## src/shared/rpf_consts.svh

```systemverilog
`ifndef RPF_CONSTS_SVH
`define RPF_CONSTS_SVH
`define RPF_FIFO_DEPTH 5'h10
`define RPF_FIFO_HALF 5'h08
`define RPF_MAX_PKT 6'h28
`define RPF_SOP_SYMS 2'h2
`define RPF_LEN_BITS 4'h8
`define RPF_CRC_BITS 5'h10
`define RPF_CRC_POLY_REF 16'ha001
`define RPF_CRC_ZERO 16'h0000
`define RPF_CORR_START 2'h2
`define RPF_RATE_GFSK 17'h186a0
`define RPF_RATE_OCT32 17'h061a8
`define RPF_RATE_OCT64 17'h030d4
`define RPF_RATE_DBL32 17'h0186a
`define RPF_RATE_DBL64 17'h00c35
`define RPF_RATE_SGL64 17'h0061b
`endif

```

## src/shared/rpf_pkg.sv

```systemverilog
package rpf_pkg;
   typedef enum logic [2:0] {
      RPF_GFSK = 3'h0,
      RPF_OCT32 = 3'h1,
      RPF_OCT64 = 3'h2,
      RPF_DBL32 = 3'h3,
      RPF_DBL64 = 3'h4,
      RPF_SGL64 = 3'h5
   } rpf_mode_e;

   typedef struct packed {
      rpf_mode_e mode;
      logic framing_en;
      logic sop_en;
      logic len_en;
      logic crc_en;
      logic crc_zero_seed;
      logic [15:0] crc_seed;
      logic [3:0] nocorr_limit;
   } rpf_cfg_s;

   typedef struct packed {
      logic clk;
      logic data;
      logic corr;
      logic sop;
      rpf_mode_e rate;
   } rpf_link_s;

   typedef enum logic [2:0] {
      TX_IDLE = 3'b000,
      TX_SOP = 3'b001,
      TX_LEN = 3'b010,
      TX_PAY = 3'b011,
      TX_CRC = 3'b100,
      TX_FIN = 3'b101
   } rpf_txst_e;

   typedef enum logic [1:0] {
      RX_IDLE = 2'b00,
      RX_LEN = 2'b01,
      RX_PAY = 2'b10,
      RX_CRC = 2'b11
   } rpf_rxst_e;
endpackage : rpf_pkg

```

## src/verilog/rpf_crc16.sv

```systemverilog
`timescale 1ns/1ps
`default_nettype none
`include "rpf_consts.svh"
module rpf_crc16 (
   input wire logic i_clock,
   input wire logic i_rst_n,
   input wire logic i_init,
   input wire logic [15:0] i_seed,
   input wire logic i_step,
   input wire logic i_bit,
   output logic [15:0] o_crc
);
   logic fb;

   // Bit-serial, reflected form, first transmitted bit first
   assign fb = o_crc[0] ^ i_bit;

   always_ff @(posedge i_clock or negedge i_rst_n) begin
      if (!i_rst_n) begin
         o_crc <= `RPF_CRC_ZERO;
      end else if (i_init) begin
         o_crc <= i_seed;
      end else if (i_step) begin
         o_crc <= (o_crc >> 1) ^ (fb ? `RPF_CRC_POLY_REF : `RPF_CRC_ZERO);
      end
   end
endmodule : rpf_crc16
`default_nettype wire

```

## src/verilog/rpf_framer.sv

```systemverilog
`timescale 1ns/1ps
`default_nettype none
`include "rpf_consts.svh"
module rpf_framer (
   input wire logic i_clock,
   input wire logic i_rst_n,
   input wire rpf_pkg::rpf_cfg_s i_cfg,
   input wire logic i_txb_wr,
   input wire logic [7:0] i_txb_data,
   input wire logic i_tx_start,
   input wire logic [5:0] i_tx_len,
   input wire logic i_rxb_rd,
   input wire rpf_pkg::rpf_link_s i_link,
   output logic o_link_tx_bit,
   output logic o_link_tx_en,
   output logic o_link_sop_tx,
   output logic o_link_spread,
   output logic [7:0] o_rxb_data,
   output logic [4:0] o_tx_level,
   output logic [4:0] o_rx_level,
   output logic o_tx_low,
   output logic o_rx_high,
   output logic o_tx_busy,
   output logic o_tx_done,
   output logic o_tx_underrun,
   output logic o_rx_busy,
   output logic o_rx_done,
   output logic o_rx_crc_ok,
   output logic o_rx_crc_err,
   output logic o_rx_overflow,
   output logic [5:0] o_rx_len,
   output logic [16:0] o_rate_x100
);
   function automatic logic [3:0] ptr_inc(input logic [3:0] p);
      ptr_inc = p + 4'h1;
   endfunction : ptr_inc

   function automatic logic [16:0] rate_x100(input rpf_pkg::rpf_mode_e m);
      case (m)
         rpf_pkg::RPF_GFSK: rate_x100 = `RPF_RATE_GFSK;
         rpf_pkg::RPF_OCT32: rate_x100 = `RPF_RATE_OCT32;
         rpf_pkg::RPF_OCT64: rate_x100 = `RPF_RATE_OCT64;
         rpf_pkg::RPF_DBL32: rate_x100 = `RPF_RATE_DBL32;
         rpf_pkg::RPF_DBL64: rate_x100 = `RPF_RATE_DBL64;
         default: rate_x100 = `RPF_RATE_SGL64;
      endcase
   endfunction : rate_x100

   // Marker usage: mandatory GFSK/octal, optional double, none single
   function automatic logic sop_on(input rpf_pkg::rpf_mode_e m, input logic en);
      if (m == rpf_pkg::RPF_SGL64) begin
         sop_on = 1'b0;
      end else if (m == rpf_pkg::RPF_DBL32 || m == rpf_pkg::RPF_DBL64) begin
         sop_on = en;
      end else begin
         sop_on = 1'b1;
      end
   endfunction : sop_on

   function automatic logic len_on(input rpf_pkg::rpf_mode_e m, input logic s, input logic l);
      if (!sop_on(m, s)) begin
         len_on = 1'b0;
      end else if (m == rpf_pkg::RPF_DBL32 || m == rpf_pkg::RPF_DBL64) begin
         len_on = l;
      end else begin
         len_on = 1'b1;
      end
   endfunction : len_on

   // Link sampling: three stages, accept when last two agree
   rpf_pkg::rpf_link_s lk_s1, lk_s2, lk_s3, lk_f;
   logic lk_clk_prev;
   logic lk_edge;

   always_ff @(posedge i_clock or negedge i_rst_n) begin
      if (!i_rst_n) begin
         lk_s1 <= '0;
         lk_s2 <= '0;
         lk_s3 <= '0;
      end else begin
         lk_s1 <= i_link;
         lk_s2 <= lk_s1;
         lk_s3 <= lk_s2;
      end
   end

   always_ff @(posedge i_clock or negedge i_rst_n) begin
      if (!i_rst_n) begin
         lk_f <= '0;
         lk_clk_prev <= 1'b0;
      end else begin
         if (lk_s2 == lk_s3) begin
            lk_f <= lk_s3;
         end
         lk_clk_prev <= lk_f.clk;
      end
   end

   assign lk_edge = lk_f.clk & ~lk_clk_prev;

   // Buffers: each strobe touches the FIFO head or tail only
   logic [7:0] tx_mem [0:15];
   logic [7:0] rx_mem [0:15];
   logic [3:0] tx_wp, tx_rp, rx_wp, rx_rp;
   logic tx_push, tx_pop, rx_push, rx_pop;
   logic [7:0] rx_byte;

   rpf_pkg::rpf_txst_e tx_st;
   rpf_pkg::rpf_rxst_e rx_st;
   logic [3:0] tx_bitc, rx_bitc;
   logic [7:0] tx_sh, rx_sh;
   logic [5:0] tx_left, rx_left;
   logic tx_crc_on, tx_bit_now;
   logic [15:0] tx_crc, rx_crc_seed, rx_crc_zero, rx_crc_in;

   assign tx_push = i_txb_wr && (o_tx_level != `RPF_FIFO_DEPTH);
   assign tx_pop = lk_edge && (tx_st == rpf_pkg::TX_PAY) && (tx_bitc == 4'h0)
      && (o_tx_level != 5'h00);
   assign rx_pop = i_rxb_rd && (o_rx_level != 5'h00);
   assign rx_byte = {lk_f.data, rx_sh[7:1]};
   assign rx_push = lk_edge && (rx_st == rpf_pkg::RX_PAY) && (rx_bitc == 4'h7)
      && (o_rx_level != `RPF_FIFO_DEPTH);
   assign tx_bit_now = (tx_bitc == 4'h0) ? tx_mem[tx_rp][0] : tx_sh[0];

   always_ff @(posedge i_clock) begin
      if (tx_push) begin
         tx_mem[tx_wp] <= i_txb_data;
      end
      if (rx_push) begin
         rx_mem[rx_wp] <= rx_byte;
      end
   end

   always_ff @(posedge i_clock or negedge i_rst_n) begin
      if (!i_rst_n) begin
         tx_wp <= 4'h0;
         tx_rp <= 4'h0;
         o_tx_level <= 5'h00;
      end else begin
         if (tx_push) begin
            tx_wp <= ptr_inc(tx_wp);
         end
         if (tx_pop) begin
            tx_rp <= ptr_inc(tx_rp);
         end
         o_tx_level <= o_tx_level + {4'h0, tx_push} - {4'h0, tx_pop};
      end
   end

   always_ff @(posedge i_clock or negedge i_rst_n) begin
      if (!i_rst_n) begin
         rx_wp <= 4'h0;
         rx_rp <= 4'h0;
         o_rx_level <= 5'h00;
         o_rxb_data <= 8'h00;
      end else begin
         if (rx_push) begin
            rx_wp <= ptr_inc(rx_wp);
         end
         if (rx_pop) begin
            rx_rp <= ptr_inc(rx_rp);
            o_rxb_data <= rx_mem[rx_rp];
         end
         o_rx_level <= o_rx_level + {4'h0, rx_push} - {4'h0, rx_pop};
      end
   end

   // Level flags let the host run the buffers as FIFOs for long packets
   always_ff @(posedge i_clock or negedge i_rst_n) begin
      if (!i_rst_n) begin
         o_tx_low <= 1'b1;
         o_rx_high <= 1'b0;
         o_rate_x100 <= `RPF_RATE_GFSK;
         o_link_spread <= 1'b0;
      end else begin
         o_tx_low <= (o_tx_level <= `RPF_FIFO_HALF);
         o_rx_high <= (o_rx_level >= `RPF_FIFO_HALF);
         o_rate_x100 <= rate_x100(i_cfg.mode);
         o_link_spread <= (i_cfg.mode != rpf_pkg::RPF_GFSK);
      end
   end

   rpf_crc16 u_tx_crc (
      .i_clock(i_clock),
      .i_rst_n(i_rst_n),
      .i_init(i_tx_start && (tx_st == rpf_pkg::TX_IDLE)),
      .i_seed(i_cfg.crc_zero_seed ? `RPF_CRC_ZERO : i_cfg.crc_seed),
      .i_step(lk_edge && (tx_st == rpf_pkg::TX_PAY) && !(tx_bitc == 4'h0 && o_tx_level == 5'h00)),
      .i_bit(tx_bit_now),
      .o_crc(tx_crc)
   );

   // Transmitter: starts on host strobe, then runs from the buffer alone
   always_ff @(posedge i_clock or negedge i_rst_n) begin
      if (!i_rst_n) begin
         tx_st <= rpf_pkg::TX_IDLE;
         tx_bitc <= 4'h0;
         tx_sh <= 8'h00;
         tx_left <= 6'h00;
         tx_crc_on <= 1'b0;
         o_link_tx_bit <= 1'b0;
         o_link_tx_en <= 1'b0;
         o_link_sop_tx <= 1'b0;
         o_tx_busy <= 1'b0;
         o_tx_done <= 1'b0;
         o_tx_underrun <= 1'b0;
      end else begin
         o_tx_done <= 1'b0;
         o_tx_underrun <= 1'b0;
         if (tx_st == rpf_pkg::TX_IDLE) begin
            if (i_tx_start && i_tx_len != 6'h00 && i_tx_len <= `RPF_MAX_PKT) begin
               tx_left <= i_tx_len;
               tx_sh <= {2'h0, i_tx_len};
               tx_bitc <= 4'h0;
               tx_crc_on <= i_cfg.crc_en;
               o_tx_busy <= 1'b1;
               tx_st <= sop_on(i_cfg.mode, i_cfg.sop_en) ? rpf_pkg::TX_SOP
                  : rpf_pkg::TX_PAY;
            end
         end else if (lk_edge) begin
            o_link_tx_en <= 1'b1;
            case (tx_st)
               rpf_pkg::TX_SOP: begin
                  o_link_sop_tx <= 1'b1;
                  if (tx_bitc == {2'h0, `RPF_SOP_SYMS} - 4'h1) begin
                     tx_bitc <= 4'h0;
                     tx_st <= len_on(i_cfg.mode, i_cfg.sop_en, i_cfg.len_en)
                        ? rpf_pkg::TX_LEN : rpf_pkg::TX_PAY;
                  end else begin
                     tx_bitc <= tx_bitc + 4'h1;
                  end
               end
               rpf_pkg::TX_LEN: begin
                  o_link_sop_tx <= 1'b0;
                  o_link_tx_bit <= tx_sh[0];
                  tx_sh <= tx_sh >> 1;
                  tx_bitc <= (tx_bitc == `RPF_LEN_BITS - 4'h1) ? 4'h0 : tx_bitc + 4'h1;
                  if (tx_bitc == `RPF_LEN_BITS - 4'h1) begin
                     tx_st <= rpf_pkg::TX_PAY;
                  end
               end
               rpf_pkg::TX_PAY: begin
                  o_link_sop_tx <= 1'b0;
                  if (tx_bitc == 4'h0 && o_tx_level == 5'h00) begin
                     // Radio cannot pause mid-packet: abandon it
                     o_tx_underrun <= 1'b1;
                     o_link_tx_en <= 1'b0;
                     o_tx_busy <= 1'b0;
                     tx_st <= rpf_pkg::TX_IDLE;
                  end else begin
                     o_link_tx_bit <= tx_bit_now;
                     tx_sh <= ((tx_bitc == 4'h0) ? tx_mem[tx_rp] : tx_sh) >> 1;
                     tx_bitc <= (tx_bitc == 4'h7) ? 4'h0 : tx_bitc + 4'h1;
                     if (tx_bitc == 4'h7) begin
                        tx_left <= tx_left - 6'h01;
                        if (tx_left == 6'h01) begin
                           tx_st <= tx_crc_on ? rpf_pkg::TX_CRC : rpf_pkg::TX_FIN;
                        end
                     end
                  end
               end
               rpf_pkg::TX_CRC: begin
                  o_link_tx_bit <= tx_crc[tx_bitc];
                  tx_bitc <= tx_bitc + 4'h1;
                  if (tx_bitc == 4'hf) begin
                     tx_st <= rpf_pkg::TX_FIN;
                  end
               end
               default: begin
                  o_link_tx_en <= 1'b0;
                  o_tx_busy <= 1'b0;
                  o_tx_done <= 1'b1;
                  tx_st <= rpf_pkg::TX_IDLE;
               end
            endcase
         end
      end
   end

   // Receiver
   rpf_pkg::rpf_mode_e rx_mode;
   logic rx_len_on, rx_crc_on, rx_start, rx_corr_prev;
   logic [3:0] rx_nc;
   logic [4:0] rx_crc_bitc;

   // Framed: follow marker at any rate but single; unframed: two correlations
   assign rx_start = lk_edge && (rx_st == rpf_pkg::RX_IDLE) && (i_cfg.framing_en
      ? (lk_f.sop && lk_f.rate != rpf_pkg::RPF_SGL64)
      : (lk_f.corr && rx_corr_prev));

   rpf_crc16 u_rx_crc_seed (
      .i_clock(i_clock),
      .i_rst_n(i_rst_n),
      .i_init(rx_start),
      .i_seed(i_cfg.crc_seed),
      .i_step(lk_edge && (rx_st == rpf_pkg::RX_PAY)),
      .i_bit(lk_f.data),
      .o_crc(rx_crc_seed)
   );

   rpf_crc16 u_rx_crc_zero (
      .i_clock(i_clock),
      .i_rst_n(i_rst_n),
      .i_init(rx_start),
      .i_seed(`RPF_CRC_ZERO),
      .i_step(lk_edge && (rx_st == rpf_pkg::RX_PAY)),
      .i_bit(lk_f.data),
      .o_crc(rx_crc_zero)
   );

   always_ff @(posedge i_clock or negedge i_rst_n) begin
      if (!i_rst_n) begin
         rx_st <= rpf_pkg::RX_IDLE;
         rx_mode <= rpf_pkg::RPF_GFSK;
         rx_len_on <= 1'b0;
         rx_crc_on <= 1'b0;
         rx_corr_prev <= 1'b0;
         rx_bitc <= 4'h0;
         rx_crc_bitc <= 5'h00;
         rx_sh <= 8'h00;
         rx_left <= 6'h00;
         rx_nc <= 4'h0;
         rx_crc_in <= 16'h0000;
         o_rx_busy <= 1'b0;
         o_rx_done <= 1'b0;
         o_rx_crc_ok <= 1'b0;
         o_rx_crc_err <= 1'b0;
         o_rx_overflow <= 1'b0;
         o_rx_len <= 6'h00;
      end else begin
         o_rx_done <= 1'b0;
         o_rx_crc_ok <= 1'b0;
         o_rx_crc_err <= 1'b0;
         o_rx_overflow <= 1'b0;
         if (lk_edge) begin
            rx_corr_prev <= (rx_st == rpf_pkg::RX_IDLE) && lk_f.corr && !rx_start;
         end
         if (rx_start) begin
            rx_mode <= i_cfg.framing_en ? lk_f.rate : i_cfg.mode;
            rx_len_on <= i_cfg.framing_en
               && len_on(lk_f.rate, i_cfg.sop_en, i_cfg.len_en);
            rx_crc_on <= i_cfg.crc_en;
            rx_bitc <= 4'h0;
            rx_nc <= 4'h0;
            o_rx_len <= 6'h00;
            o_rx_busy <= 1'b1;
            rx_st <= (i_cfg.framing_en && len_on(lk_f.rate, i_cfg.sop_en, i_cfg.len_en))
               ? rpf_pkg::RX_LEN : rpf_pkg::RX_PAY;
         end else if (lk_edge && rx_st != rpf_pkg::RX_IDLE) begin
            rx_sh <= rx_byte;
            rx_bitc <= (rx_bitc == 4'h7) ? 4'h0 : rx_bitc + 4'h1;
            case (rx_st)
               rpf_pkg::RX_LEN: begin
                  if (rx_bitc == `RPF_LEN_BITS - 4'h1) begin
                     rx_left <= rx_byte[5:0];
                     rx_crc_bitc <= 5'h00;
                     if (rx_byte == 8'h00) begin
                        rx_st <= rx_crc_on ? rpf_pkg::RX_CRC : rpf_pkg::RX_IDLE;
                        o_rx_done <= !rx_crc_on;
                        o_rx_busy <= rx_crc_on;
                     end else begin
                        rx_st <= rpf_pkg::RX_PAY;
                     end
                  end
               end
               rpf_pkg::RX_PAY: begin
                  rx_nc <= lk_f.corr ? 4'h0 : rx_nc + 4'h1;
                  if (rx_bitc == 4'h7) begin
                     o_rx_overflow <= (o_rx_level == `RPF_FIFO_DEPTH);
                     o_rx_len <= o_rx_len + 6'h01;
                     rx_left <= rx_left - 6'h01;
                  end
                  if (rx_len_on && rx_bitc == 4'h7 && rx_left == 6'h01) begin
                     rx_st <= rx_crc_on ? rpf_pkg::RX_CRC : rpf_pkg::RX_IDLE;
                     o_rx_done <= !rx_crc_on;
                     o_rx_busy <= rx_crc_on;
                     rx_crc_bitc <= 5'h00;
                  end else if (!rx_len_on && !lk_f.corr
                     && rx_mode != rpf_pkg::RPF_GFSK
                     && rx_nc + 4'h1 >= i_cfg.nocorr_limit) begin
                     rx_st <= rpf_pkg::RX_IDLE;
                     o_rx_done <= 1'b1;
                     o_rx_busy <= 1'b0;
                  end
               end
               rpf_pkg::RX_CRC: begin
                  rx_crc_in <= {lk_f.data, rx_crc_in[15:1]};
                  rx_crc_bitc <= rx_crc_bitc + 5'h01;
                  if (rx_crc_bitc == `RPF_CRC_BITS - 5'h01) begin
                     // Either seed is accepted so mixed-seed peers interoperate
                     if ({lk_f.data, rx_crc_in[15:1]} == rx_crc_seed
                        || {lk_f.data, rx_crc_in[15:1]} == rx_crc_zero) begin
                        o_rx_crc_ok <= 1'b1;
                     end else begin
                        o_rx_crc_err <= 1'b1;
                     end
                     o_rx_done <= 1'b1;
                     o_rx_busy <= 1'b0;
                     rx_st <= rpf_pkg::RX_IDLE;
                  end
               end
               default: begin
                  rx_st <= rpf_pkg::RX_IDLE;
               end
            endcase
         end
      end
   end
endmodule : rpf_framer
`default_nettype wire
```

## config.mk

```make
export PLATFORM = sky130hd
export DESIGN_NAME = rpf_framer
export DESIGN_NICKNAME = d
export VERILOG_FILES = /design/src/shared/rpf_pkg.sv /design/src/verilog/rpf_crc16.sv /design/src/verilog/rpf_framer.sv
export VERILOG_INCLUDE_DIRS = /design/src /design/src/shared
export SDC_FILE = /design/constraint.sdc
export NUM_CORES = 1
export LEC_CHECK = 0
export ABC_AREA = 1
export BUFFER_PORTS_ARGS = -buffer_cell sky130_fd_sc_hd__buf_2
export CAP_MARGIN = 0
export CORE_MARGIN = 2
export CORE_UTILIZATION = 55
export DETAILED_ROUTE_END_ITERATION = 10
export PLACE_DENSITY = 0.76
export SYNTH_ARGS = -nofsm -noshare
export SYNTH_HDL_FRONTEND = slang
export SYNTH_SLANG_ARGS = --single-unit
export TNS_END_PERCENT = 50
```

## constraint.sdc

```tcl
create_clock -name i_clock -period 2.6 [get_ports i_clock]
set_input_delay 0 -clock i_clock [delete_from_list [all_inputs] [get_ports i_clock]]
set_output_delay 0 -clock i_clock [all_outputs]
set_load 0.02 [all_outputs]
```

Yosys cells after proc, flatten, opt, wreduce, memory -nomap -nowiden

Memory sizes are Yosys's and may differ from the RTL's. A register that Yosys moved wholly into a read port is not among the register bits.
Index checks and enable logic that the tools add are counted.

Bitwise gates (word level): 10
Reduce and logical (&&, ||, !) cells: 82
$add $sub $neg: 15
Muxes and demuxes: 146
Equality and inequality tests: 47
$lt $le $gt $ge: 5

Operator list:

| cell                                                | count |
|---|---|
| 2-to-1 mux 16 bit                                   | 10 |
| case mux 17 bit (5 select lines)                    | 1 |
| 2-to-1 mux 6 bit                                    | 12 |
| 2-to-1 mux 1 bit                                    | 70 |
| 2-to-1 mux 4 bit                                    | 13 |
| XOR 15 x 16 -> 16 bit                               | 3 |
| 2-to-1 mux 8 bit                                    | 5 |
| equality test 16 bit                                | 2 |
| 2-to-1 mux 3 bit                                    | 10 |
| adder 4 x 1 -> 4 bit, second input constant         | 7 |
| logical AND 1 bit                                   | 26 |
| inequality test 3 bit, second input constant        | 8 |
| nonzero test 2 bit                                  | 11 |
| 2-to-1 mux 2 bit                                    | 10 |
| AND reduction 4 bit                                 | 5 |
| case mux 4 bit (4 select lines)                     | 1 |
| case mux 8 bit (2 select lines)                     | 1 |
| equality test 3 x 2 -> 1 bit, second input constant | 5 |
| equality test 3 bit, second input constant          | 5 |
| case mux 5 bit (3 select lines)                     | 1 |
| AND reduction 5 bit                                 | 3 |
| nonzero test 3 bit                                  | 5 |
| nonzero test 5 bit                                  | 3 |
| equality test 6 x 1 -> 1 bit, second input constant | 2 |
| 51 further kinds                                    | 86 |

Word-level logic and storage cells: 369
Input bits: 54
Register bits: 213
RAM bits: 256
Memories: 2

Memories:

| name   | words | width | rd ports | clocked after memory_dff | write ports | RTL line          | source |
|---|---|---|---|---|---|---|---|
| rx_mem | 16    | 8     | 1        | 1                        | 1           | rpf_framer.sv:103 | `logic [7:0] rx_mem [0:15];` |
| tx_mem | 16    | 8     | 1        | 0                        | 1           | rpf_framer.sv:102 | `logic [7:0] tx_mem [0:15];` |

Logic depth before layout (Yosys ltp)

Gate-level depths: netlist of the first run.

Depth in word-level cells: 18
Depth in mapped cells: 19
Mapped depth without buffers: 19

Hierarchy

Synthesis of the first run repeated with hierarchy kept, for this count alone.

Cells, all modules: 2144
Area total of the unflattened synthesis: 21632.0 sq um

Modules (own cells, without submodules):

| module     | seq. area each (sq um) | instances | cells each | area each (sq um) |
|---|---|---|---|---|
| rpf_framer | 11873.9                | 1         | 1874       | 19124.6 |
| rpf_crc16  | 400.4                  | 3         | 90         | 835.8 |

Least setup slack after synthesis of the first run

Ideal clock, no wire load.

Kind: reg2reg
Start: reg tx_bitc[1]
End: reg o_tx_level[4]
Buffers on the path: 0
Data required time: 2.521 ns
Path slack: -0.257 ns
Cell stages (with the launch flop): 20
Data arrival time: 2.778 ns
Cells stage by stage: dfrtp_1 -> inv_1 -> ha_1 -> nand2_4 -> nor2_4 -> inv_2 -> nor2_4 -> inv_2 -> nand4_4 -> inv_2 -> nand2_4 -> inv_4 -> ha_1 -> inv_1 -> ha_1 -> fa_1 -> a21oi_1 -> nor2_1 -> nor2_1 -> xor2_1

Longest elaborated chain between the ends: 4

RTL lines:

| what                      | RTL line          | source |
|---|---|---|
| start, declared           | rpf_framer.sv:110 | `logic [3:0] tx_bitc, rx_bitc;` |
| start signal, assigned    | rpf_framer.sv:230 | `tx_bitc <= tx_bitc + 4'h1;` |
| start signal, assigned    | rpf_framer.sv:237 | `` tx_bitc <= (tx_bitc == `RPF_LEN_BITS - 4'h1) ? 4'h0 : tx_bitc + 4'h1; `` |
| start signal, assigned    | rpf_framer.sv:253 | `tx_bitc <= (tx_bitc == 4'h7) ? 4'h0 : tx_bitc + 4'h1;` |
| logical NOT 4 bit         | rpf_framer.sv:117 | `assign tx_pop = lk_edge && (tx_st == rpf_pkg::TX_PAY) && (tx_bitc == 4'h0)` |
| logical AND 1 bit         | rpf_framer.sv:117 |  |
| logical AND 1 bit         | rpf_framer.sv:118 | `&& (o_tx_level != 5'h00);` |
| named net tx_pop          | rpf_framer.sv:105 | `logic tx_push, tx_pop, rx_push, rx_pop;` |
| subtractor 5 x 1 -> 5 bit | rpf_framer.sv:146 | `o_tx_level <= o_tx_level + {4'h0, tx_push} - {4'h0, tx_pop};` |
| end signal, assigned      | rpf_framer.sv:146 |  |
| end, declared             | rpf_framer.sv:19  | `output logic [4:0] o_tx_level,` |

The timed path passes the listed nets, and every way through them passes these cells.
A chain may end at the register's enable or synchronous reset.

Final worst setup path of the first run

Start: reg tx_bitc[1]
End: reg o_tx_level[2]

The elaborated chain is that of the path after synthesis.

==> metrics.md, run 1 <==
| Metric | Value |
|---|---|
| Largest area contributor in the netlist | edfxtp_1 |
| Drt first pass iters | 5 |
| Post-synth top cells | 256 x edfxtp_1, 248 x nand2_1, 238 x nor2_1 |
| Die X | 199 µm |
| Worst Path Required | 3.04 ns |
| CTS tree | done |
| Power Density | 956 mW/mm² |
| Final Cycle Share | 0.984 |
| Worst-skew pair later-pin latency | 0.56 ns |
| Predominant post-synthesis flop cell | edfxtp_1 |
| Port Buf Inserts | 108 |
| Starting density of the core | 0.557 |
| Die height | between 150 and 200 µm |
| DR iter-0 viols | 1297 |
| Leakage dissipation | 10.5 nW |
| Overflow after GRT | 0 |
| Int Power | 0.0157 W |
| Syn_nets | 2056 |
| Clock slew at reported path FFs | around 0.06 ns |
| CP Cell Sequence | inv_4 -> ha_4 -> nand2_4 -> nor2_4 -> inv_2 -> nor2_4 -> inv_2 -> nand4_4 -> inv_2 -> nand2_4 -> inv_4 -> ha_4 -> inv_2 -> ha_4 -> fa_2 -> buf_4 -> buf_4 -> xor2_1 |
| Logic pwr share | 0.302 |
| DRC Markers | 0 |
| CP Launch Type | register |
| Total Routing Usage GR | 0.249 |
| Vias in the first global route | 15100 |
| Die area | 0.0396 mm² |
| Most used cell, CP | inv_2 |
| Area contributors post-synth | edfxtp_1 37%, dfrtp_1 25%, o21ai_0 5.2% |
| Final ANT Viol Nets | 0 |
| Design Power | 0.0237 W |
| Share of layout cells above drive strength 1 | 0.161 |
| Core region area | between 0.03 and 0.04 mm² |
| Final wirelength | 48.9 mm |
| Sequential share of power | 0.410 |
| Worst path arrival time | 2.99 ns |
| Tmin final | 2.56 ns |
| Initial antenna violation count | 0 |
| First-pass GRT wire length | between 70 and 80 mm |
| Max incr delay on CP | 0.43 ns |
| Detailed placer's ending HPWL | 32.4 mm |
| Crit-path max FO | 2 |
| Clock power share | 0.288 |
| RD Place Congestion | 0.883 |
| Outcome | completed |
| Cell Area, Synth | 0.0209 mm² |
| Via count | 15400 |
| Post-DR vias/cell | 5.62 |
| Sw power | 0.00800 W |
| Seq/Total Area, Yosys | 0.625 |
| FP Rows | 71 |
| Yosys warning count | 0 |
| Unique cell type count in the Yosys netlist | 57 |
| Post-Synthesis Cells | roughly 2000 |
| FF+latch count, synth | 471 |
| Number of flops mapped to enable cells by yosys | 256 |
| Mean Syn Cell Area | between 10 and 15 µm² |
| Wire per inst | between 15 and 20 µm |
| Worst Tran Pin Value | 0.723 ns |
| Setup crit end kind | register |
| Critical path class | reg2reg |
| Layout Skew | roughly 0.018 ns |
| Worst relative slew slack | 0.518 |
| Sw Share | 0.338 |
| Final instance area | 0.0248 mm² |
| Post-DP Area | 0.0226 mm² |
| Final Hold Fails | 0 |
| Pin count of the biggest net entering global routing | between 60 and 70 |
| Final setup fails | 0 |
| RSZ-0062 raised after global routing | yes |
| CTS Sinks | 471 |
| Synth-to-Final Area Change | 18.4% |
| NumNets Final | 2288 |
| Max-Cap Viols | 0 |
| Antenna Cells | 0 |
| Slowest-stage cell, CP | dfrtp_2 |
| # H-tree levels | 2 |
| Top Ports | 109 |
| Top-area cell type share of the netlist area | 0.367 |
| Inserted Clock Buffers | 48 |
| Fmax | 0.391 GHz |
| Final Max Tran Viols | 0 |
| FFs w/ async S/R, synth | 0.456 |
| Maximum VDD drop | 628 µV |
| Setup tns final | 0 ns |
| Root buf cell | clkbuf_16 |
| Top-count cell post-synth | edfxtp_1 |
| Max Root-Sink Buffers | 3 |
| Hold crit path type | in2reg |
==> cell type report <==
cell class / instances / area (µm²)
clock buffer: 71 / 1340
clock inverter: 19 / 216
fill: 2761 / 12800
inverter: 195 / 743
multi-input combinational: 1201 / 6820
sequential: 471 / 13100
tap: 511 / 639
timing repair buffer: 267 / 1930
==> placed cells by master (no fill, tap or decap), types with 5 or more instances in the layout <==
cell,synthesis,routed
o211ai_1,41,41
mux2i_1,24,24
buf_4,7,107
inv_1,173,168
clkinv_1,5,13
nand2_1,248,247
xnor2_1,16,16
dfstp_2,6,6
buf_2,22,107
o221ai_1,33,33
o21ai_1,9,9
clkbuf_16,0,49
nand2_4,4,5
bufinv_16,0,5
nand3_1,110,109
nor4_1,7,6
o32ai_1,9,9
o22ai_1,20,20
nor2_1,238,236
ha_1,48,44
inv_2,15,18
nor3_1,7,7
a21oi_1,48,47
nor2_2,6,6
o21ai_0,217,216
dfrtp_1,209,206
edfxtp_1,256,256
clkbuf_1,52,19
nand4_1,13,13
dlygate4sd3_1,0,47
xor2_1,39,39
nor2_4,6,8
a31oi_1,22,22
==> worst max-delay path, delay by kind of cell, from the launching register on <==
family,cells,cell delay [ns]
flops,1,0.43
simple gates,5,0.39
fa+ha+maj,4,0.90
xor+xnor,1,0.15
buf+inv,8,0.56
==> power by group through the flow <==
stage	sequential (W)	combinational [W]	clock (W)
5_1_grt	0.00982	0.00796	0.00722
2_1_floorplan	0.00987	0.00454	0
3_3_place_gp	0.00976	0.00657	0
6_report	0.00972	0.00715	0.00682
3_5_place_dp	0.00981	0.00683	0
4_1_cts	0.00969	0.00697	0.00692
==> repair_timing <==
action	CTS	global route
hold buffers	48	0
pin swaps	5	9
hold endpoints to repair	413	0
resized for setup	3	13
endpoints found under the setup margin	1	2
buffers inserted	2	8
gates cloned	0	0
==> cell families (layout without fill, tap and decap cells) <==
group / count (synthesis) / count (layout) / synth area share
simple gates: 651 / 651 / 0.137
flops: 471 / 471 / 0.625
compound gates: 421 / 421 / 0.119
buf+inv: 280 / 552 / 0.0538
xor+xnor: 55 / 55 / 0.0230
fa+ha+maj: 50 / 50 / 0.0306
mux: 24 / 24 / 0.0115
==> sequential cells by signal (all words and copies together), names as in the netlist, 6 cells and up <==
signal,flops
rx_mem,128
tx_mem,128
u_rx_crc_seed.o_crc,16
lk_s1,7
tx_left,6
o_rxb_data,8
u_rx_crc_zero.o_crc,16
o_rx_len,6
rx_sh,7
o_rate_x100,14
rx_left,6
lk_f,7
lk_s3,7
rx_crc_in,15
lk_s2,7
tx_sh,7
u_tx_crc.o_crc,16
==> through the flow <==
stage,cells,util,worst slack [ns],hold slack [ns]
after floorplan,1952,-,-0.0665,-0.296
after global placement,2587,0.601,0.0320,-0.0699
after detailed placement,2587,0.601,-0.0577,-0.0601
after CTS,2727,0.656,0.0124,0.00441
after global routing,2735,0.659,-0.0870,0.0354
final,2735,0.659,0.0415,0.0235
==> per-layer routing <==
layer,up-vias,track usage,part of all wire
li1,7221,-,-
met1,7453,0.338,0.42
met2,601,0.411,0.48
met3,101,0.0431,0.071
met4,0,0.0835,0.026
met5,-,0,0
==> path summary, 6_finish.rpt <==
kind	startpoint	to	slack (ns)	cells past startpoint
setup / recovery	tx_bitc[1]$_DFFE_PN0P_	o_tx_level[2]$_DFF_PN0_	0.04	18
hold / removal	i_cfg[23]	rx_len_on$_DFFE_PN0P_	0.02	5
setup reg to reg	tx_bitc[1]$_DFFE_PN0P_	o_tx_level[2]$_DFF_PN0_	0.04	18
hold reg to reg	lk_s1[1]$_DFF_PN0_	lk_s2[1]$_DFF_PN0_	0.35	0
max in group asynchronous	i_rst_n	o_rx_crc_ok$_DFF_PN0_	2.13	3
min in group asynchronous	i_rst_n	o_rxb_data[4]$_DFFE_PN0P_	0.06	3
Power figures use the tool's default switching activity.
==> run 2, diff against run 1 <==
Settings changed: CELL_PAD_IN_SITES_DETAIL_PLACEMENT set to 0, CELL_PAD_IN_SITES_GLOBAL_PLACEMENT set to 1, CORE_UTILIZATION 55 to 44, PLACE_DENSITY 0.76 to not set, PLACE_DENSITY_LB_ADDON set to 0.1.
==> metrics.md, run 2 (synthesis gave the netlist of run 1 again) <==
| Metric | Value |
|---|---|
| Final ANT Viol Nets | 0 |
| Detailed placer's ending HPWL | 34.5 mm |
| Tmin final | 2.53 ns |
| Setup crit end kind | register |
| Worst Path Required | 3.12 ns |
| Largest registers | rx_mem (128), tx_mem (128) |
| Die area | 0.0493 mm² |
| Design Power | 0.0240 W |
| DRC Markers | 0 |
| Final Max Tran Viols | 0 |
| Wire per inst | 18.2 µm |
| Critical path class | reg2reg |
| Share of layout cells above drive strength 1 | 0.165 |
| Starting density of the core | 0.447 |
| Initial antenna violation count | 0 |
| Drt first pass iters | 6 |
| Outcome | completed |
| Post-DR vias/cell | 5.21 |
| RSZ-0062 raised after global routing | yes |
| Fmax | between 0.3 and 0.4 GHz |
| Inserted Clock Buffers | 51 |
| Post-route setup slack | between 0.06 and 0.07 ns |
| Final Hold Slack | 0.0429 ns |
| NumNets Final | 2293 |
| RD Place Congestion | approximately 0.8 |
| Final wirelength | slightly above 50 mm |
| Via count | 14800 |
| Setup tns final | 0 ns |
| Clock slew at reported path FFs | 0.06 ns |
| CTS tree | done |
| Core region area | 0.0468 mm² |
| Vias in the first global route | between 10000 and 15000 |
| Max Root-Sink Buffers | 3 |
| DR iter-0 viols | approximately 960 |
| FP Rows | 79 |
| Commonest non-fill, non-tap cells in the layout | 256 x edfxtp_1, 248 x nand2_1, 238 x nor2_1 |
| Power Density | 959 mW/mm² |
| Leakage dissipation | between 10 and 15 nW |
| Final Hold Fails | 0 |
| CP Launch Type | register |
| First-pass GRT wire length | 81.8 mm |
| Final setup fails | 0 |
| Most common cell after layout, fill and taps aside | edfxtp_1 |
| Die X | 222 µm |
| # fillers | 4125 |
| Final Cycle Share | 0.973 |
| Overflow after GRT | 0 |
| Synth-to-Final Area Change | 19.6% |
| CTS Sinks | 471 |
| # H-tree levels | 2 |
| Crit-path max FO | 3 |
| Maximum VDD drop | 601 µV |
| Hold crit path type | in2reg |
| Worst Tran Pin Value | about 0.76 ns |
| Worst path arrival time | about 3 ns |
| Top Ports | around 110 |
| Max-Cap Viols | 0 |
| Die height | 222 µm |
| Fin util | 0.535 |
| Placement Setup Slack | roughly 0.0032 ns |
| Antenna Cells | 0 |
| Pin count of the biggest net entering global routing | 69 |
| Worst relative slew slack | 0.492 |
| Layout Skew | approximately 0.014 ns |
| Root buf cell | clkbuf_16 |
| Port Buf Inserts | 108 |
| Worst-skew pair later-pin latency | 0.59 ns |
| Total Routing Usage GR | 0.211 |
[run 2: cell types whose count changed in the layout (fill, tap and decap cells not counted), sizes merged]
| cell | change |
|---|---|
| bufinv | -1 |
| clkinv | +5 |
| clkbuf | -3 |
| clkinvlp | +4 |
| dlygate4sd3 | +2 |
[run 2: worst max-delay path, cell delays in order, from the launching register on]
cell     delay (ns)
dfrtp_1        0.41
inv_2          0.09
ha_2           0.18
nand3_2        0.12
nor2_4         0.15
inv_2          0.05
nand4_4        0.06
inv_2          0.05
nand2_4        0.06
inv_4          0.04
ha_4           0.25
inv_2          0.04
ha_4           0.15
fa_2           0.37
a21oi_2        0.12
nor2_1         0.05
nor2_1         0.11
xor2_1         0.15
[run 2: repair_timing]
action / 4_1_cts / 5_1_grt
hold endpoints to repair: 380 / 0
setup endpoints to repair: 1 / 2
setup buffers: 0 / 6
pin swaps: 1 / 9
hold buffers: 50 / 0
gates resized for setup: 1 / 8
[run 2: final timing paths]
path                       cells past startpoint  slack [ns]                    start                       end
min reg2reg                                    0        0.35       lk_s1[4]$_DFF_PN0_        lk_s2[4]$_DFF_PN0_
min                                            6        0.04               i_tx_start     tx_crc_on$_DFFE_PN0P_
max in group asynchronous                      3        1.99                  i_rst_n  rx_crc_in[6]$_DFFE_PN0P_
max reg2reg                                   17        0.07  o_tx_level[2]$_DFF_PN0_   o_tx_level[4]$_DFF_PN0_
min in group asynchronous                      3        0.07                  i_rst_n      rx_sh[3]$_DFFE_PN0P_
max                                           17        0.07  o_tx_level[2]$_DFF_PN0_   o_tx_level[4]$_DFF_PN0_
[run 2: metal layers]
layer,vias to the layer above,wire [µm],global-route usage
li1,7247,-,-
met1,7214,24300,0.299
met2,267,24100,0.341
met3,65,2130,0.0313
met4,0,1030,0.0578
met5,-,0,0
[run 2: per-stage QoR]
step	cells	cell area (µm²)
floorplan	1952	21000
global placement	2687	22800
detailed placement	2687	22800
CTS	2832	25000
global route	2838	25000
finish	2838	25000
[run 2: area by class of cell]
| class | instances | area [µm²] | share of cell area |
|---|---|---|---|
| tap | 607 | 759 | 0.0304 |
| timing repair buffer | 269 | 1990 | 0.0795 |
| inverter | 195 | 741 | 0.0296 |
| multi-input combinational | 1201 | 6790 | 0.271 |
| sequential | 471 | 13100 | 0.523 |
| clock buffer | 68 | 1400 | 0.0561 |
| clock inverter | 27 | 258 | 0.0103 |
[run 2: power by group]
part,internal (W),switching (W)
clock network,0.00420,0.00298
registers,0.00894,0.000730
logic,0.00268,0.00445
==> run 3, diff against run 2 <==
Settings changed: CTS_BUF_LIST set to sky130_fd_sc_hd__clkbuf_16.
==> metrics.md, run 3 (synthesis gave the netlist of run 1 again) <==
| Metric | Value |
|---|---|
| Commonest non-fill, non-tap cells in the layout | 256 x edfxtp_1, 248 x nand2_1, 238 x nor2_1 |
| Worst-skew pair later-pin latency | 0.59 ns |
| Antenna Cells | 0 |
| DR iter-0 viols | roughly 970 |
| CTS Sinks | 471 |
| Final Max Tran Viols | 0 |
| Wire per inst | approximately 18 µm |
| Fmax | roughly 0.40 GHz |
| Design Power | between 0.02 and 0.025 W |
| Die area | 0.0493 mm² |
| Worst Path Buf+Inv | 5 |
| Via count | 14800 |
| Cell family with most CP delay | adder cells |
| Final Hold Fails | 0 |
| Post-DR vias/cell | 5.22 |
| Final Cycle Share | 0.973 |
| Outcome | completed |
| First-pass GRT wire length | 81.8 mm |
| RD Place Congestion | 0.809 |
| Fin util | 0.535 |
| Power Density | ~960 mW/mm² |
| Die X | between 200 and 250 µm |
| Most common cell after layout, fill and taps aside | edfxtp_1 |
| CP Launch Type | register |
| Share of layout cells above drive strength 1 | 0.165 |
| Worst relative slew slack | 0.481 |
| Starting density of the core | 0.447 |
| Area of the multi-input gates | roughly 0.0068 mm² |
| Critical path class | reg2reg |
| Inserted Clock Buffers | 51 |
| # fillers | 4130 |
| Max-Cap Viols | 0 |
| Crit-path max FO | 3 |
| Synth-to-Final Area Change | 19.5% |
| Layout Skew | about 0.014 ns |
| NumNets Final | roughly 2300 |
| RSZ-0062 raised after global routing | yes |
| Final instance area | 0.0250 mm² |
| Drt first pass iters | 5 |
| Hold crit path type | in2reg |
| Register Area | 0.0131 mm² |
| Worst Tran Pin Value | 0.779 ns |
| Post-DP Area | 0.0228 mm² |
| Core region area | between 0.04 and 0.05 mm² |
| Clock slew at reported path FFs | 0.06 ns |
| CTS tree | done |
| Overflow after GRT | 0 |
| Placement Setup Slack | between 0.003 and 0.004 ns |
| CP Cell Sequence | inv_2 -> ha_2 -> nand3_2 -> nor2_4 -> inv_2 -> nand4_4 -> inv_2 -> nand2_4 -> inv_4 -> ha_4 -> inv_2 -> ha_4 -> fa_2 -> a21oi_2 -> nor2_1 -> nor2_1 -> xor2_1 |
| Top Ports | 109 |
| Root buf cell | clkbuf_16 |
| Die height | 222 µm |
| Final ANT Viol Nets | 0 |
| Post-route setup slack | about 0.070 ns |
| FP Rows | 79 |
| DRC Markers | 0 |
| Initial antenna violation count | 0 |
| Detailed placer's ending HPWL | about 34 mm |
| Tmin final | 2.53 ns |
| Largest registers | rx_mem (128), tx_mem (128) |
| Port Buf Inserts | 108 |
| # H-tree levels | 2 |
| Vias in the first global route | about 15000 |
| Total Routing Usage GR | 0.211 |
| Most used cell, CP | inv_2 |
| Maximum VDD drop | 600 µV |
| Pin count of the biggest net entering global routing | 69 |
| Max incr delay on CP | roughly 0.40 ns |
| Final setup fails | 0 |
| Slowest-stage cell, CP | dfrtp_1 |
| Setup tns final | 0 ns |
| Setup crit end kind | register |
| Worst path arrival time | 3.05 ns |
| Final wirelength | 51.4 mm |
| Leakage dissipation | 10.6 nW |
| Max Root-Sink Buffers | 3 |
| Worst Path Required | 3.12 ns |
run 3: changes by cell type in the layout (fill, tap and decap cells not counted):
cell and delta:
clkbuf_1 -13, clkbuf_8 -2, clkinv_1 +2, inv_1 +13
run 3: layout make-up:
cell class	instances	share of cell area
clock buffer	53	0.0531
clock inverter	42	0.0126
inverter	195	0.0296
multi-input combinational	1201	0.272
sequential	471	0.523
tap	607	0.0304
timing repair buffer	269	0.0796
run 3: timing repair:
| action | 4_1_cts | 5_1_grt |
|---|---|---|
| resized for setup | 1 | 8 |
| setup buffers | 0 | 6 |
| hold buffers | 50 | 0 |
| pin swaps | 1 | 9 |
| setup endpoints to repair | 1 | 2 |
| hold endpoints to repair | 382 | 0 |
run 3: power by group:
part | total [W] | switching (W) | internal (W) | leakage (nW)
clock network | 0.00707 | 0.00299 | 0.00409 | 0.843
logic | 0.00714 | 0.00446 | 0.00268 | 4.60
registers | 0.00967 | 0.000725 | 0.00894 | 5.13
run 3: through the flow:
step / instances / hold slack, ns
finish: 2838 / 0.0424
global route: 2838 / 0.0471
CTS: 2832 / 0.0243
detailed placement: 2687 / -0.00827
global placement: 2687 / -0.0136
floorplan: 1952 / -0.296
run 3: final timing paths:
path	from	depth (start not counted)	endpoint	slack, ns
max	o_tx_level[2]$_DFF_PN0_	17	o_tx_level[4]$_DFF_PN0_	0.07
max in group asynchronous	i_rst_n	3	u_rx_crc_seed.o_crc[3]$_DFFE_PN0P_	1.98
min reg2reg	lk_s1[4]$_DFF_PN0_	0	lk_s2[4]$_DFF_PN0_	0.35
max reg2reg	o_tx_level[2]$_DFF_PN0_	17	o_tx_level[4]$_DFF_PN0_	0.07
min in group asynchronous	i_rst_n	3	rx_sh[3]$_DFFE_PN0P_	0.07
min	i_tx_start	6	tx_crc_on$_DFFE_PN0P_	0.04
run 3: metal layers:
layer / GRT usage / wire, µm / vias to the layer above
met4: 0.0578 / 1030 / 0
met3: 0.0313 / 2090 / 65
met5: 0 / 0 / -
met2: 0.340 / 24000 / 273
li1: - / - / 7248
met1: 0.299 / 24300 / 7227
run 3: worst register-to-register path, delay by kind of cell, from the launching register on:
| kind | cells | cell delay (ns) |
|---|---|---|
| DFF | 1 | 0.40 |
| xor gates and xnor gates | 1 | 0.15 |
| buffers and inverters | 5 | 0.27 |
| AOI/OAI and AO/OA | 1 | 0.12 |
| and+or+nand+nor | 6 | 0.55 |
| adders and majority gates | 4 | 0.95 |
